**src/rtl/pet_cfg.svh**
```systemverilog
// Purpose: timing counts, seeds and thresholds of the pattern error tester
// Assumes: 200 MHz system clock, one received bit per RX_VALID pulse
// Notes: included by the pattern source and the top module; the package and the buffer do not include it
`ifndef PET_CFG_SVH
`define PET_CFG_SVH
`define PET_SEC_NS 1000000000
`define PET_CLK_NS 5
`define PET_SEC_CYCLES (`PET_SEC_NS / `PET_CLK_NS)
`define PET_SEED_ALT 24'h555555
`define PET_SEED_ONE8 24'h404040
`define PET_SEED_3IN24 24'h440004
`define PET_SEED_LFSR 24'hFFFFFF
`define PET_QRSS_ZRUN 14
`define PET_LOCK_MATCH 6'd32
`define PET_LOSS_WIN 7'd64
`define PET_LOSS_ERRS 7'd16
`define PET_SES_RATIO 42'd1000
`define PET_RUN_LEN 4'd10
`endif

```
**src/rtl/pet_pkg.sv**
```systemverilog
// Purpose: shared types of the pattern error tester
// Assumes: nothing beyond the cfg header
// Notes: mode codes follow declaration order, starting from zero
`default_nettype none
package pet_pkg;
  typedef enum logic [3:0] {
    PET_PAT_OFF,
    PET_PAT_MARK,
    PET_PAT_SPACE,
    PET_PAT_ALT,
    PET_PAT_ONE8,
    PET_PAT_3IN24,
    PET_PAT_QRSS,
    PET_PAT_PSEUDO_RANDOM_ORDER_11,
    PET_PAT_PSEUDO_RANDOM_ORDER_15,
    PET_PAT_PSEUDO_RANDOM_ORDER_20
  } pet_pat_t;
  typedef enum logic {PET_HUNT, PET_LOCKED} pet_lock_t;
  typedef struct packed {
    pet_pat_t pattern;
    logic [31:0] divisor;
  } pet_cfg_t;
  typedef struct packed {
    logic [31:0] bit_error_total;
    logic [31:0] errored_second_count;
    logic [31:0] severe_second_count;
    logic [31:0] consecutive_severe_count;
    logic [31:0] out_of_lock_seconds;
    logic [31:0] elapsed_seconds;
    logic [47:0] bit_total;
  } pet_counts_t;
  typedef struct packed {
    logic [23:0] sr;
  } pet_gen_st_t;
endpackage
`default_nettype wire

```
**src/rtl/pet_patgen.sv**
```systemverilog
// Purpose: pattern source shared by the sender and the checker
// Assumes: seed, load and advance are one-cycle strobes
// Notes: load shifts a received bit in, so the checker can self-seed
`timescale 1ns/100ps
`default_nettype none
`include "pet_cfg.svh"
module pet_patgen (
  // clock and reset
  input wire logic clk,
  input wire logic rst,
  // control
  input var pet_pkg::pet_pat_t mode,
  input wire logic seed,
  input wire logic advance,
  input wire logic load,
  input wire logic load_bit,
  // pattern bit for the current position
  output logic out_bit
);
  import pet_pkg::*;
  pet_gen_st_t st;
  pet_gen_st_t next_st;
  logic raw;
  logic pat;
  logic [23:0] seed_val;

  always_comb
  begin
    raw = 1'b0;
    seed_val = `PET_SEED_LFSR;
    unique case (mode)
      PET_PAT_OFF, PET_PAT_SPACE: raw = 1'b0;
      PET_PAT_MARK: raw = 1'b1;
      PET_PAT_ALT:
      begin
        raw = st.sr[1];
        seed_val = `PET_SEED_ALT;
      end
      PET_PAT_ONE8:
      begin
        raw = st.sr[7];
        seed_val = `PET_SEED_ONE8;
      end
      PET_PAT_3IN24:
      begin
        raw = st.sr[23];
        seed_val = `PET_SEED_3IN24;
      end
      PET_PAT_QRSS: raw = st.sr[19] ^ st.sr[16];
      PET_PAT_PSEUDO_RANDOM_ORDER_11: raw = st.sr[10] ^ st.sr[8];
      PET_PAT_PSEUDO_RANDOM_ORDER_15: raw = st.sr[14] ^ st.sr[13];
      PET_PAT_PSEUDO_RANDOM_ORDER_20: raw = st.sr[19] ^ st.sr[2];
    endcase
    // in QRSS mode long zero runs are forced to one; the register keeps the raw bit
    pat = raw;
    if (mode == PET_PAT_QRSS && st.sr[`PET_QRSS_ZRUN-1:0] == '0)
    begin
      pat = 1'b1;
    end
    next_st = st;
    if (seed)
    begin
      next_st.sr = seed_val;
    end
    else if (load)
    begin
      next_st.sr = {st.sr[22:0], load_bit};
    end
    else if (advance)
    begin
      next_st.sr = {st.sr[22:0], raw};
    end
  end

  always_ff @(posedge clk)
  begin
    if (rst)
    begin
      st <= '{sr: `PET_SEED_LFSR};
    end
    else
    begin
      st <= next_st;
    end
  end

  assign out_bit = pat;
endmodule // pet_patgen
`default_nettype wire

```
**src/rtl/pet_skid.sv**
```systemverilog
// Purpose: two-entry buffer between pattern source and the framer
// Assumes: out_ready may drop at any cycle
// Notes: outputs come from flops; in_ready is low while both are full
`timescale 1ns/100ps
`default_nettype none
module pet_skid #(
  parameter int WIDTH = 1
) (
  // clock and reset
  input wire logic clk,
  input wire logic rst,
  // filling side
  input wire logic in_valid,
  output logic in_ready,
  input wire logic [WIDTH-1:0] in_data,
  // draining side
  output logic out_valid,
  input wire logic out_ready,
  output logic [WIDTH-1:0] out_data
);
  typedef struct packed {
    logic [WIDTH-1:0] d0;
    logic [WIDTH-1:0] d1;
    logic v0;
    logic v1;
  } pet_buf_st_t;
  pet_buf_st_t st;
  pet_buf_st_t next_st;
  logic push;

  if (WIDTH < 1)
  begin : g_bad_width
    $error("pet_skid WIDTH must be at least 1");
  end

  always_comb
  begin
    next_st = st;
    push = in_valid && !st.v1;
    if (out_ready && st.v0)
    begin
      next_st.d0 = st.d1;
      next_st.v0 = st.v1;
      next_st.v1 = 1'b0;
    end
    if (push)
    begin
      if (!next_st.v0)
      begin
        next_st.d0 = in_data;
        next_st.v0 = 1'b1;
      end
      else
      begin
        next_st.d1 = in_data;
        next_st.v1 = 1'b1;
      end
    end
  end

  always_ff @(posedge clk)
  begin
    if (rst)
    begin
      st <= '0;
    end
    else
    begin
      st <= next_st;
    end
  end

  assign in_ready = !st.v1;
  assign out_valid = st.v0;
  assign out_data = st.d0;
endmodule // pet_skid
`default_nettype wire

```
**src/rtl/pet_top.sv**
```systemverilog
// Purpose: bit error rate tester for one WAN port
// Assumes: framer adds framing and CRC after TX_BIT leaves here
// Notes: all commands are one-cycle pulses from logic on SYS_CLK
`timescale 1ns/100ps
`default_nettype none
`include "pet_cfg.svh"
module pet_top #(
  parameter logic [31:0] SEC_CYCLES = 32'(`PET_SEC_CYCLES)
) (
  // clock and reset
  input wire logic SYS_CLK,
  input wire logic RESET,
  // settings
  input wire logic PEND_WR,
  input var pet_pkg::pet_cfg_t PEND_IN,
  input wire logic SAVE_CMD,
  input wire logic UNDO_CMD,
  output pet_pkg::pet_cfg_t PENDING,
  output pet_pkg::pet_cfg_t ACTIVE,
  output logic UNSAVED,
  // commands
  input wire logic INSERT_ERR,
  input wire logic CLEAR_CMD,
  input wire logic REFRESH_CMD,
  // transmit stream toward the framer
  output logic TX_BIT,
  output logic TX_VALID,
  input wire logic TX_READY,
  // receive stream from the framer
  input wire logic RX_BIT,
  input wire logic RX_VALID,
  // status
  output logic LOCKED,
  output logic TICK,
  output logic INSERT_PENDING,
  output pet_pkg::pet_counts_t COUNTS,
  output pet_pkg::pet_counts_t SHOWN
);
  import pet_pkg::*;

  typedef struct packed {
    pet_cfg_t pend;
    pet_cfg_t act;
    logic reseed;
    logic [31:0] tick_cnt;
    logic tick;
    logic ins_pend;
    pet_lock_t lock_st;
    logic [5:0] match_cnt;
    logic [6:0] win_cnt;
    logic [6:0] win_err;
    logic [31:0] sec_bits;
    logic [31:0] sec_errs;
    logic sec_unlock;
    logic [3:0] sev_run;
    logic [3:0] clean_run;
    logic consec;
    pet_counts_t cnt;
    pet_counts_t shown;
    logic unsaved;
  } pet_top_st_t;

  pet_top_st_t st;
  pet_top_st_t next_st;

  if (SEC_CYCLES < 32'd2)
  begin : g_bad_sec
    $error("pet_top SEC_CYCLES must be at least 2");
  end

  ////////////////////////////////////////////////////////////////////////
  // pattern sources and the transmit buffer

  logic running;
  logic tx_pat;
  logic tx_push;
  logic buf_ready;
  logic rx_pred;
  logic rx_take;
  logic rx_load;
  logic rx_adv;
  logic tx_word;

  assign running = st.act.pattern != PET_PAT_OFF;
  // hold the source during a reseed so no stale bit is queued
  assign tx_push = running && buf_ready && !st.reseed;
  // flipping the payload before the framer keeps its CRC consistent
  assign tx_word = tx_pat ^ st.ins_pend;
  assign rx_take = running && RX_VALID;
  assign rx_load = rx_take && st.lock_st == PET_HUNT;
  assign rx_adv = rx_take && st.lock_st == PET_LOCKED;

  pet_patgen u_tx_gen (
    .clk(SYS_CLK),
    .rst(RESET),
    .mode(st.act.pattern),
    .seed(st.reseed),
    .advance(tx_push),
    .load(1'b0),
    .load_bit(1'b0),
    .out_bit(tx_pat)
  );

  pet_patgen u_rx_gen (
    .clk(SYS_CLK),
    .rst(RESET),
    .mode(st.act.pattern),
    .seed(st.reseed),
    .advance(rx_adv),
    .load(rx_load),
    .load_bit(RX_BIT),
    .out_bit(rx_pred)
  );

  pet_skid #(
    .WIDTH(1)
  ) u_buf (
    .clk(SYS_CLK),
    .rst(RESET),
    .in_valid(tx_push),
    .in_ready(buf_ready),
    .in_data(tx_word),
    .out_valid(TX_VALID),
    .out_ready(TX_READY),
    .out_data(TX_BIT)
  );

  ////////////////////////////////////////////////////////////////////////
  // next state

  logic mismatch;
  logic err_bit;
  logic tick_now;
  logic unlock_now;
  logic ses_now;
  logic es_now;
  logic next_consec;
  logic [3:0] sev_next;
  logic [3:0] clean_next;
  logic [41:0] err_scaled;
  logic [31:0] div;

  always_comb
  begin
    next_st = st;
    next_st.reseed = 1'b0;
    next_st.tick = 1'b0;
    mismatch = rx_take && (RX_BIT != rx_pred);
    err_bit = mismatch && st.lock_st == PET_LOCKED;
    unlock_now = running && st.lock_st != PET_LOCKED;
    ses_now = 1'b0;
    es_now = 1'b0;
    next_consec = st.consec;
    sev_next = st.sev_run;
    clean_next = st.clean_run;
    err_scaled = 42'(st.sec_errs) * `PET_SES_RATIO;
    div = st.act.divisor;

    // settings: save commits pending, undo restores it
    if (SAVE_CMD)
    begin
      next_st.act = st.pend;
      next_st.reseed = 1'b1;
    end
    if (UNDO_CMD && !SAVE_CMD)
    begin
      next_st.pend = st.act;
    end
    else if (PEND_WR)
    begin
      next_st.pend = PEND_IN;
    end
    next_st.unsaved = next_st.pend != next_st.act;

    // one-second divider; a divisor below two acts as two
    tick_now = (div < 32'd2) ? (st.tick_cnt != '0) : (st.tick_cnt >= div - 32'd1);
    if (tick_now || st.reseed || CLEAR_CMD)
    begin
      next_st.tick_cnt = '0;
    end
    else
    begin
      next_st.tick_cnt = st.tick_cnt + 32'd1;
    end
    next_st.tick = tick_now;

    // error insertion request waits for the next queued bit
    next_st.ins_pend = running && (INSERT_ERR || (st.ins_pend && !tx_push));

    // pattern lock
    unique case (st.lock_st)
      PET_HUNT:
      begin
        if (rx_take)
        begin
          if (mismatch)
          begin
            next_st.match_cnt = '0;
          end
          else if (st.match_cnt == `PET_LOCK_MATCH - 6'd1)
          begin
            next_st.lock_st = PET_LOCKED;
            next_st.match_cnt = '0;
            next_st.win_cnt = '0;
            next_st.win_err = '0;
          end
          else
          begin
            next_st.match_cnt = st.match_cnt + 6'd1;
          end
        end
      end
      PET_LOCKED:
      begin
        if (rx_take)
        begin
          if (st.win_cnt == `PET_LOSS_WIN - 7'd1)
          begin
            if (st.win_err + 7'(mismatch) >= `PET_LOSS_ERRS)
            begin
              next_st.lock_st = PET_HUNT;
            end
            next_st.win_cnt = '0;
            next_st.win_err = '0;
          end
          else
          begin
            next_st.win_cnt = st.win_cnt + 7'd1;
            next_st.win_err = st.win_err + 7'(mismatch);
          end
        end
      end
    endcase
    if (st.reseed || !running)
    begin
      next_st.lock_st = PET_HUNT;
      next_st.match_cnt = '0;
    end

    // running totals
    if (err_bit)
    begin
      next_st.cnt.bit_error_total = st.cnt.bit_error_total + 32'd1;
    end
    if (rx_take)
    begin
      next_st.cnt.bit_total = st.cnt.bit_total + 48'd1;
    end

    // per-second judgement uses the second that just ended
    if (tick_now && running)
    begin
      es_now = st.sec_errs != '0;
      ses_now = err_scaled > 42'(st.sec_bits);
      if (es_now)
      begin
        next_st.cnt.errored_second_count = st.cnt.errored_second_count + 32'd1;
      end
      if (ses_now)
      begin
        next_st.cnt.severe_second_count = st.cnt.severe_second_count + 32'd1;
        clean_next = '0;
        sev_next = (st.sev_run == `PET_RUN_LEN) ? st.sev_run : st.sev_run + 4'd1;
        if (sev_next == `PET_RUN_LEN)
        begin
          next_consec = 1'b1;
        end
      end
      else
      begin
        sev_next = '0;
        clean_next = (st.clean_run == `PET_RUN_LEN) ? st.clean_run : st.clean_run + 4'd1;
        if (clean_next == `PET_RUN_LEN)
        begin
          next_consec = 1'b0;
        end
      end
      if (next_consec)
      begin
        next_st.cnt.consecutive_severe_count = st.cnt.consecutive_severe_count + 32'd1;
      end
      if (st.sec_unlock)
      begin
        next_st.cnt.out_of_lock_seconds = st.cnt.out_of_lock_seconds + 32'd1;
      end
      next_st.cnt.elapsed_seconds = st.cnt.elapsed_seconds + 32'd1;
      next_st.sev_run = sev_next;
      next_st.clean_run = clean_next;
      next_st.consec = next_consec;
    end

    // accumulate the current second; the tick cycle opens a new one
    if (tick_now)
    begin
      next_st.sec_bits = 32'(rx_take);
      next_st.sec_errs = 32'(err_bit);
      next_st.sec_unlock = unlock_now;
    end
    else
    begin
      next_st.sec_bits = st.sec_bits + 32'(rx_take);
      next_st.sec_errs = st.sec_errs + 32'(err_bit);
      next_st.sec_unlock = st.sec_unlock || unlock_now;
    end

    // clear takes precedence over any count in the same cycle
    if (CLEAR_CMD)
    begin
      next_st.cnt = '0;
      next_st.sec_bits = '0;
      next_st.sec_errs = '0;
      next_st.sec_unlock = 1'b0;
      next_st.sev_run = '0;
      next_st.clean_run = '0;
      next_st.consec = 1'b0;
    end

    // displayed copy only moves on refresh or clear
    if (REFRESH_CMD || CLEAR_CMD)
    begin
      next_st.shown = next_st.cnt;
    end
  end

  ////////////////////////////////////////////////////////////////////////
  // state register

  always_ff @(posedge SYS_CLK)
  begin
    if (RESET)
    begin
      st <= '0;
      st.pend <= '{pattern: PET_PAT_OFF, divisor: SEC_CYCLES};
      st.act <= '{pattern: PET_PAT_OFF, divisor: SEC_CYCLES};
      st.lock_st <= PET_HUNT;
    end
    else
    begin
      st <= next_st;
    end
  end

  ////////////////////////////////////////////////////////////////////////
  // outputs, all straight from the state register

  assign PENDING = st.pend;
  assign ACTIVE = st.act;
  assign UNSAVED = st.unsaved;
  assign LOCKED = st.lock_st == PET_LOCKED;
  assign TICK = st.tick;
  assign INSERT_PENDING = st.ins_pend;
  assign COUNTS = st.cnt;
  assign SHOWN = st.shown;
endmodule // pet_top
`default_nettype wire

```
**config.mk**
```make
export PLATFORM = sky130hd
export DESIGN_NAME = pet_top
export DESIGN_NICKNAME = d
export VERILOG_FILES = /design/src/rtl/pet_pkg.sv /design/src/rtl/pet_patgen.sv /design/src/rtl/pet_skid.sv /design/src/rtl/pet_top.sv
export VERILOG_INCLUDE_DIRS = /design/src /design/src/rtl
export SDC_FILE = /design/constraint.sdc
export NUM_CORES = 2
export LEC_CHECK = 0
export BUFFER_PORTS_ARGS = -buffer_cell sky130_fd_sc_hd__buf_4
export CORE_MARGIN = 2
export CORE_UTILIZATION = 63
export CTS_CLUSTER_DIAMETER = 80
export DETAILED_ROUTE_END_ITERATION = 8
export PLACE_DENSITY = 0.94
export SLEW_MARGIN = 20
export SYNTH_ARGS = -nofsm -noshare
export SYNTH_HDL_FRONTEND = slang
export SYNTH_HIERARCHICAL = 1
export SYNTH_SLANG_ARGS = --single-unit
```
**constraint.sdc**
```tcl
create_clock -name SYS_CLK -period 14.86 [get_ports SYS_CLK]
set_clock_uncertainty 0.2 [all_clocks]
set_input_delay 0.743 -clock SYS_CLK [delete_from_list [all_inputs] [get_ports SYS_CLK]]
set_output_delay 0.743 -clock SYS_CLK [all_outputs]
set_load 0.02 [all_outputs]
```
Yosys cells after proc, flatten, opt, wreduce, memory -nomap -nowiden
Cells that the tools add are included.

Add/sub/neg operators: 16. Multipliers: 1. $lt $le $gt $ge: 4. Equality and inequality tests: 21. Multiplexer cells: 51. Bitwise gates (word level): 10. Reduce and logical (&&, ||, !) cells: 43.

Operators with widths (count): $mux 240 (1); $add 32x1->32 const B (7); $mux 160 (1); $mux 32 (5); $mux 24 (5); $mux 36 (2); $pmux 24 s3 (1); $add 32x1->32 (2); $reduce_bool 32->1 (2); $mux 14 (4); $add 48x1->48 const B (1); $mux 48 (1); $gt 42x32->1 (1); $mul 32x7->39 const B (1); $mux 37 (1); $ne 36x36->1 (1); $mux 34 (1); $ge 32x32->1 (1); $lt 32x2->1 const B (1); $sub 32x1->32 const B (1); $logic_not 14->1 (2); $pmux 14 s2 (1); $eq 4x4->1 const B (6); $mux 21 (1); 32 further kinds (96).

Register bits: 735. Logic and storage cells: 187.

Logic depth before layout (Yosys ltp)
Depth in word-level cells: 12. Gate-level depth with buffers: 32.

Hierarchy
The synthesis kept the hierarchy.

Modules (own cells, without submodules): pet_top (instances 1, cells each 4593, area each 39675.6 sq um, sequential area each 13673.1 sq um); pet_patgen (instances 2, cells each 134, area each 1153.6 sq um, sequential area each 480.5 sq um); pet_skid (instances 1, cells each 22, area each 176.4 sq um, sequential area each 80.1 sq um).

Worst setup path before layout
Ideal clock, no wire load.

Kind: register to register. Start: register st[493] (netlist bit). End: register st (netlist bit SHOWN[132]). Setup time: 132 ps. Data arrival time: 6662 ps. Slack: 7865 ps. Cell stages (with the launch flop): 29. Buffers on the path: 1. Path through: dfxtp_1 inv_1 fa_1 fa_1 fa_1 fa_1 inv_1 ha_1 a21oi_1 o21ai_0 a41o_1 or2_2 a31oi_1 o21bai_1 a31oi_1 xnor2_1 ha_1 and4_1 nand3_1 or2_2 o2111ai_1 nand2b_1 a21oi_1 o2111ai_1 nor4_1 clkbuf_1 nor3_1 xnor2_1 a21oi_1.

Word-level cells in the longest chain between the ends: 7.

RTL lines: from (decl) (line pet_top.sv:63) `pet_top_st_t st;`; from (signal assigned) (line pet_top.sv:339) `st <= next_st;`; $mul 32x7->39 (no source line); $gt 42x32->1 (line pet_top.sv:254) `ses_now = err_scaled > 42'(st.sec_bits);`; $mux 1 (line pet_top.sv:259) `if (ses_now)`; $mux 1 (line pet_top.sv:251) `if (tick_now && running)`; $mux 32 (line pet_top.sv:278) `if (next_consec)`; $mux 160 (line pet_top.sv:251); $mux 240 (line pet_top.sv:307) `if (CLEAR_CMD)`.

No other way between the ends. The select of a mux whose other input is x is not followed. A chain may end at the register's enable or synchronous reset.

Final worst setup path
Start: register st[493] (netlist bit). End: register st (netlist bit SHOWN[170]).

Word-level cells in the longest chain between the ends: 5.

RTL lines (line): $mul 32x7->39 (no source line); $gt 42x32->1 (pet_top.sv:254); $mux 32 (pet_top.sv:259); $mux 160 (pet_top.sv:251); $mux 240 (pet_top.sv:307).

No other way between the ends.

==> flow_summary.ini <==
[power]
internal_power_mw = 3.32
comb_power_share = 0.078
leakagePower_nw = 18.5
sw_frac_of_total = 0.253
powerDensity_mw_per_mm2 = 97.5
clkPwrFrac = 0.458
ir_drop_v = 0.000104
pwr-share-seq = 0.463
power_switching_mw = 1.12

[detailed_routing]
wl_um = 122000
drt_iter0_drc = 4139
drt_pass1_iterations = 6
antenna_left = 0
drc = 0
viasPerCell = 6.06
detail_route.wl_per_cell_um = 21.2
via_count = 34800

[grt]
grt_pass1_wl_um = 189000
antenna_found_initial = 1
grt_util_all_layers = 0.338
grt_pass1_vias = 34100
grt_overflow = 0
grt_start_max_net_pins = 158

[clock_network]
clock_sinks = 735
cts_resized = 0
clk_pin_slew_worst_paths_ns = 0.06
cts_setup_buffers = 0
clock_tree.buffer_depth = 3
cts_buffers = 77
root_buffer = clkbuf_16
holdBufCountCts = 0
cts_tree = done
ctsHtreeMaxLevel = 3
clk_latency_ns = 0.65

[floorplan]
initial_core_util = 0.639
dieWidth_um = 263
core_area_mm2 = 0.0660
rows = 94
io_pins = 605
die_h_um = 263
die_area_mm2 = 0.0690

[timing]
worst_slew_pin_slew_ns = 1.11
slew_violations = 0
max_freq_mhz = 124
setup_viol = 0
fin_crit_ns = 8.06
period_share = 0.542
setup_slack_ns = 6.80
grt_setup_unrepaired = no
hold_ws_ns = 0.178
slew_headroom = 0.263
hold_viol_final = 0
tns_ns = 0

[placed_design]
pre_cts_slack_ns = 6.90
hpwl_um = 84900
gp_congestion = 0.964
dp.cells = 5604
portBuffers = 604

[yosys]
synth_seq_cells = 735
synth_edf_count = 0
yosysWarnings = 6
synthesis.area_mm2 = 0.0422
synth_top_area_frac = 0.349
yosys-top-cells-count = dfxtp_1 (735), nor2_1 (650), buf_4 (557)
yosys-top-cells-area = dfxtp_1 (35%), buf_4 (9.9%), nor2_1 (5.8%), xnor2_1 (5.6%), fa_1 (5.6%)
postSynthAreaPerCell_um2 = 8.63
synthFlopType = dfxtp_1
yosysMostFrequentCell = dfxtp_1
yosysTopAreaCell = dfxtp_1
synthCells = 4883
synth.yosys.seq_area_share = 0.349
synth_cell_types = 91
async_reset_ff_frac = 0

[setup_path]
cp_slowest_stage_delay_ns = 0.59
endpoint_kind = flip-flop
crit_type = reg2reg
cpMostUsedCell = fa_1
critical_path_arrival_ns = 8.42
worstPathRequired_ns = 15.22
worst-path-max-fanout = 40
worstSetupStartpointType = flip-flop
cp_slowest_cell = fa_1

[finish]
areaGrowthSynthToFinish_pct = 8.11
drive_gt1_frac = 0.166
final_util = 0.691
final_cells = 5745
fillers = 4550
nets = 5168

[outcome]
outcome = complete, no violations

[hold_path]
hold_class = in2reg

[run]
cap_violations = 0
cell type report:
type,count,area (um^2),area share
Timing Repair Buffer,626,4710,0.103
Tap cell,864,1080,0.0237
Inverter,232,871,0.0191
Sequential cell,735,14700,0.323
Clock inverter,35,498,0.0109
Multi-Input combinational cell,3147,21500,0.472
Clock buffer,105,2170,0.0477
Antenna cell,1,2.50,0.0000549
per-layer routing:
metal  track usage  up-vias  share of wire  wire length [um]
met1         0.391    16600           0.37             44900
met2         0.559     1984           0.47             56700
met5             0        -              0                 0
li1              -    15700              -                 -
met3        0.0851      513          0.093             11400
met4         0.215        0          0.071              8600
power groups by stage:
stage                     combinational [mW]  sequential (mW)  clock, mW
after CTS                              0.342             2.06       2.04
after global routing                   0.370             2.06       2.12
after global placement                 0.327             2.10          0
after floorplan                        0.265             2.08          0
after detailed placement               0.337             2.10          0
final                                  0.348             2.06       2.04
state kept, by name, summed over array words and instances, names as in the netlist:
| register | flops |
|---|---|
| COUNTS | 240 |
| div | 32 |
| UNSAVED | 1 |
| u_buf/st | 2 |
| TICK | 1 |
| PENDING | 36 |
| u_tx_gen/st | 24 |
| INSERT_PENDING | 1 |
| u_buf/out_data | 1 |
| LOCKED | 1 |
| ACTIVE | 4 |
| st | 127 |
| u_buf/out_valid | 1 |
| u_rx_gen/st | 24 |
| SHOWN | 240 |
per-stage QoR:
step | power (mW) | cell area (um^2)
6_report | 4.44 | 45600
5_1_grt | 4.55 | 45600
4_1_cts | 4.44 | 45600
3_5_place_dp | 2.44 | 42900
3_3_place_gp | 2.42 | 42900
2_1_floorplan | 2.35 | 42200
critical path, delay by kind of cell, from the launching register on:
kind / cells / cell delay (ns)
compound gates: 10 / 1.83
flops: 1 / 0.48
buf+inv: 3 / 0.58
fa+ha+maj: 6 / 2.75
xor+xnor: 1 / 0.10
simple gates: 8 / 2.03
path summary, 6_finish.rpt:
path                                 start  cells past startpoint  slack (ns)             end
worst max-delay path               st[493]                     28        6.80      SHOWN[170]
worst min-delay path            INSERT_ERR                      3        0.18  INSERT_PENDING
worst max register to register     st[493]                     28        6.80      SHOWN[170]
worst min register to register  SHOWN[211]                      2        0.25      SHOWN[211]
cells in the final DEF, fill, tap and decap left out, drive strengths merged, types with 77 or more instances in the layout:
cell type / count
nand3: 152
inv: 235
buf: 626
nand4: 91
a211oi: 134
fa: 117
xor2: 192
and3: 77
nand2: 249
xnor2: 269
a21oi: 240
ha: 185
dfxtp: 735
o21ai: 257
nor2: 653
clkbuf: 105
cells by family after synthesis:
kind of cell | after synthesis | synth area share
compound gates | 776 | 0.112
xor+xnor | 461 | 0.0963
fa+ha+maj | 302 | 0.110
buf+inv | 1006 | 0.141
flops | 735 | 0.349
mux | 72 | 0.0174
other cells | 1 | 0.0000889
simple gates | 1530 | 0.174
(Power assumes the default switching activity.)
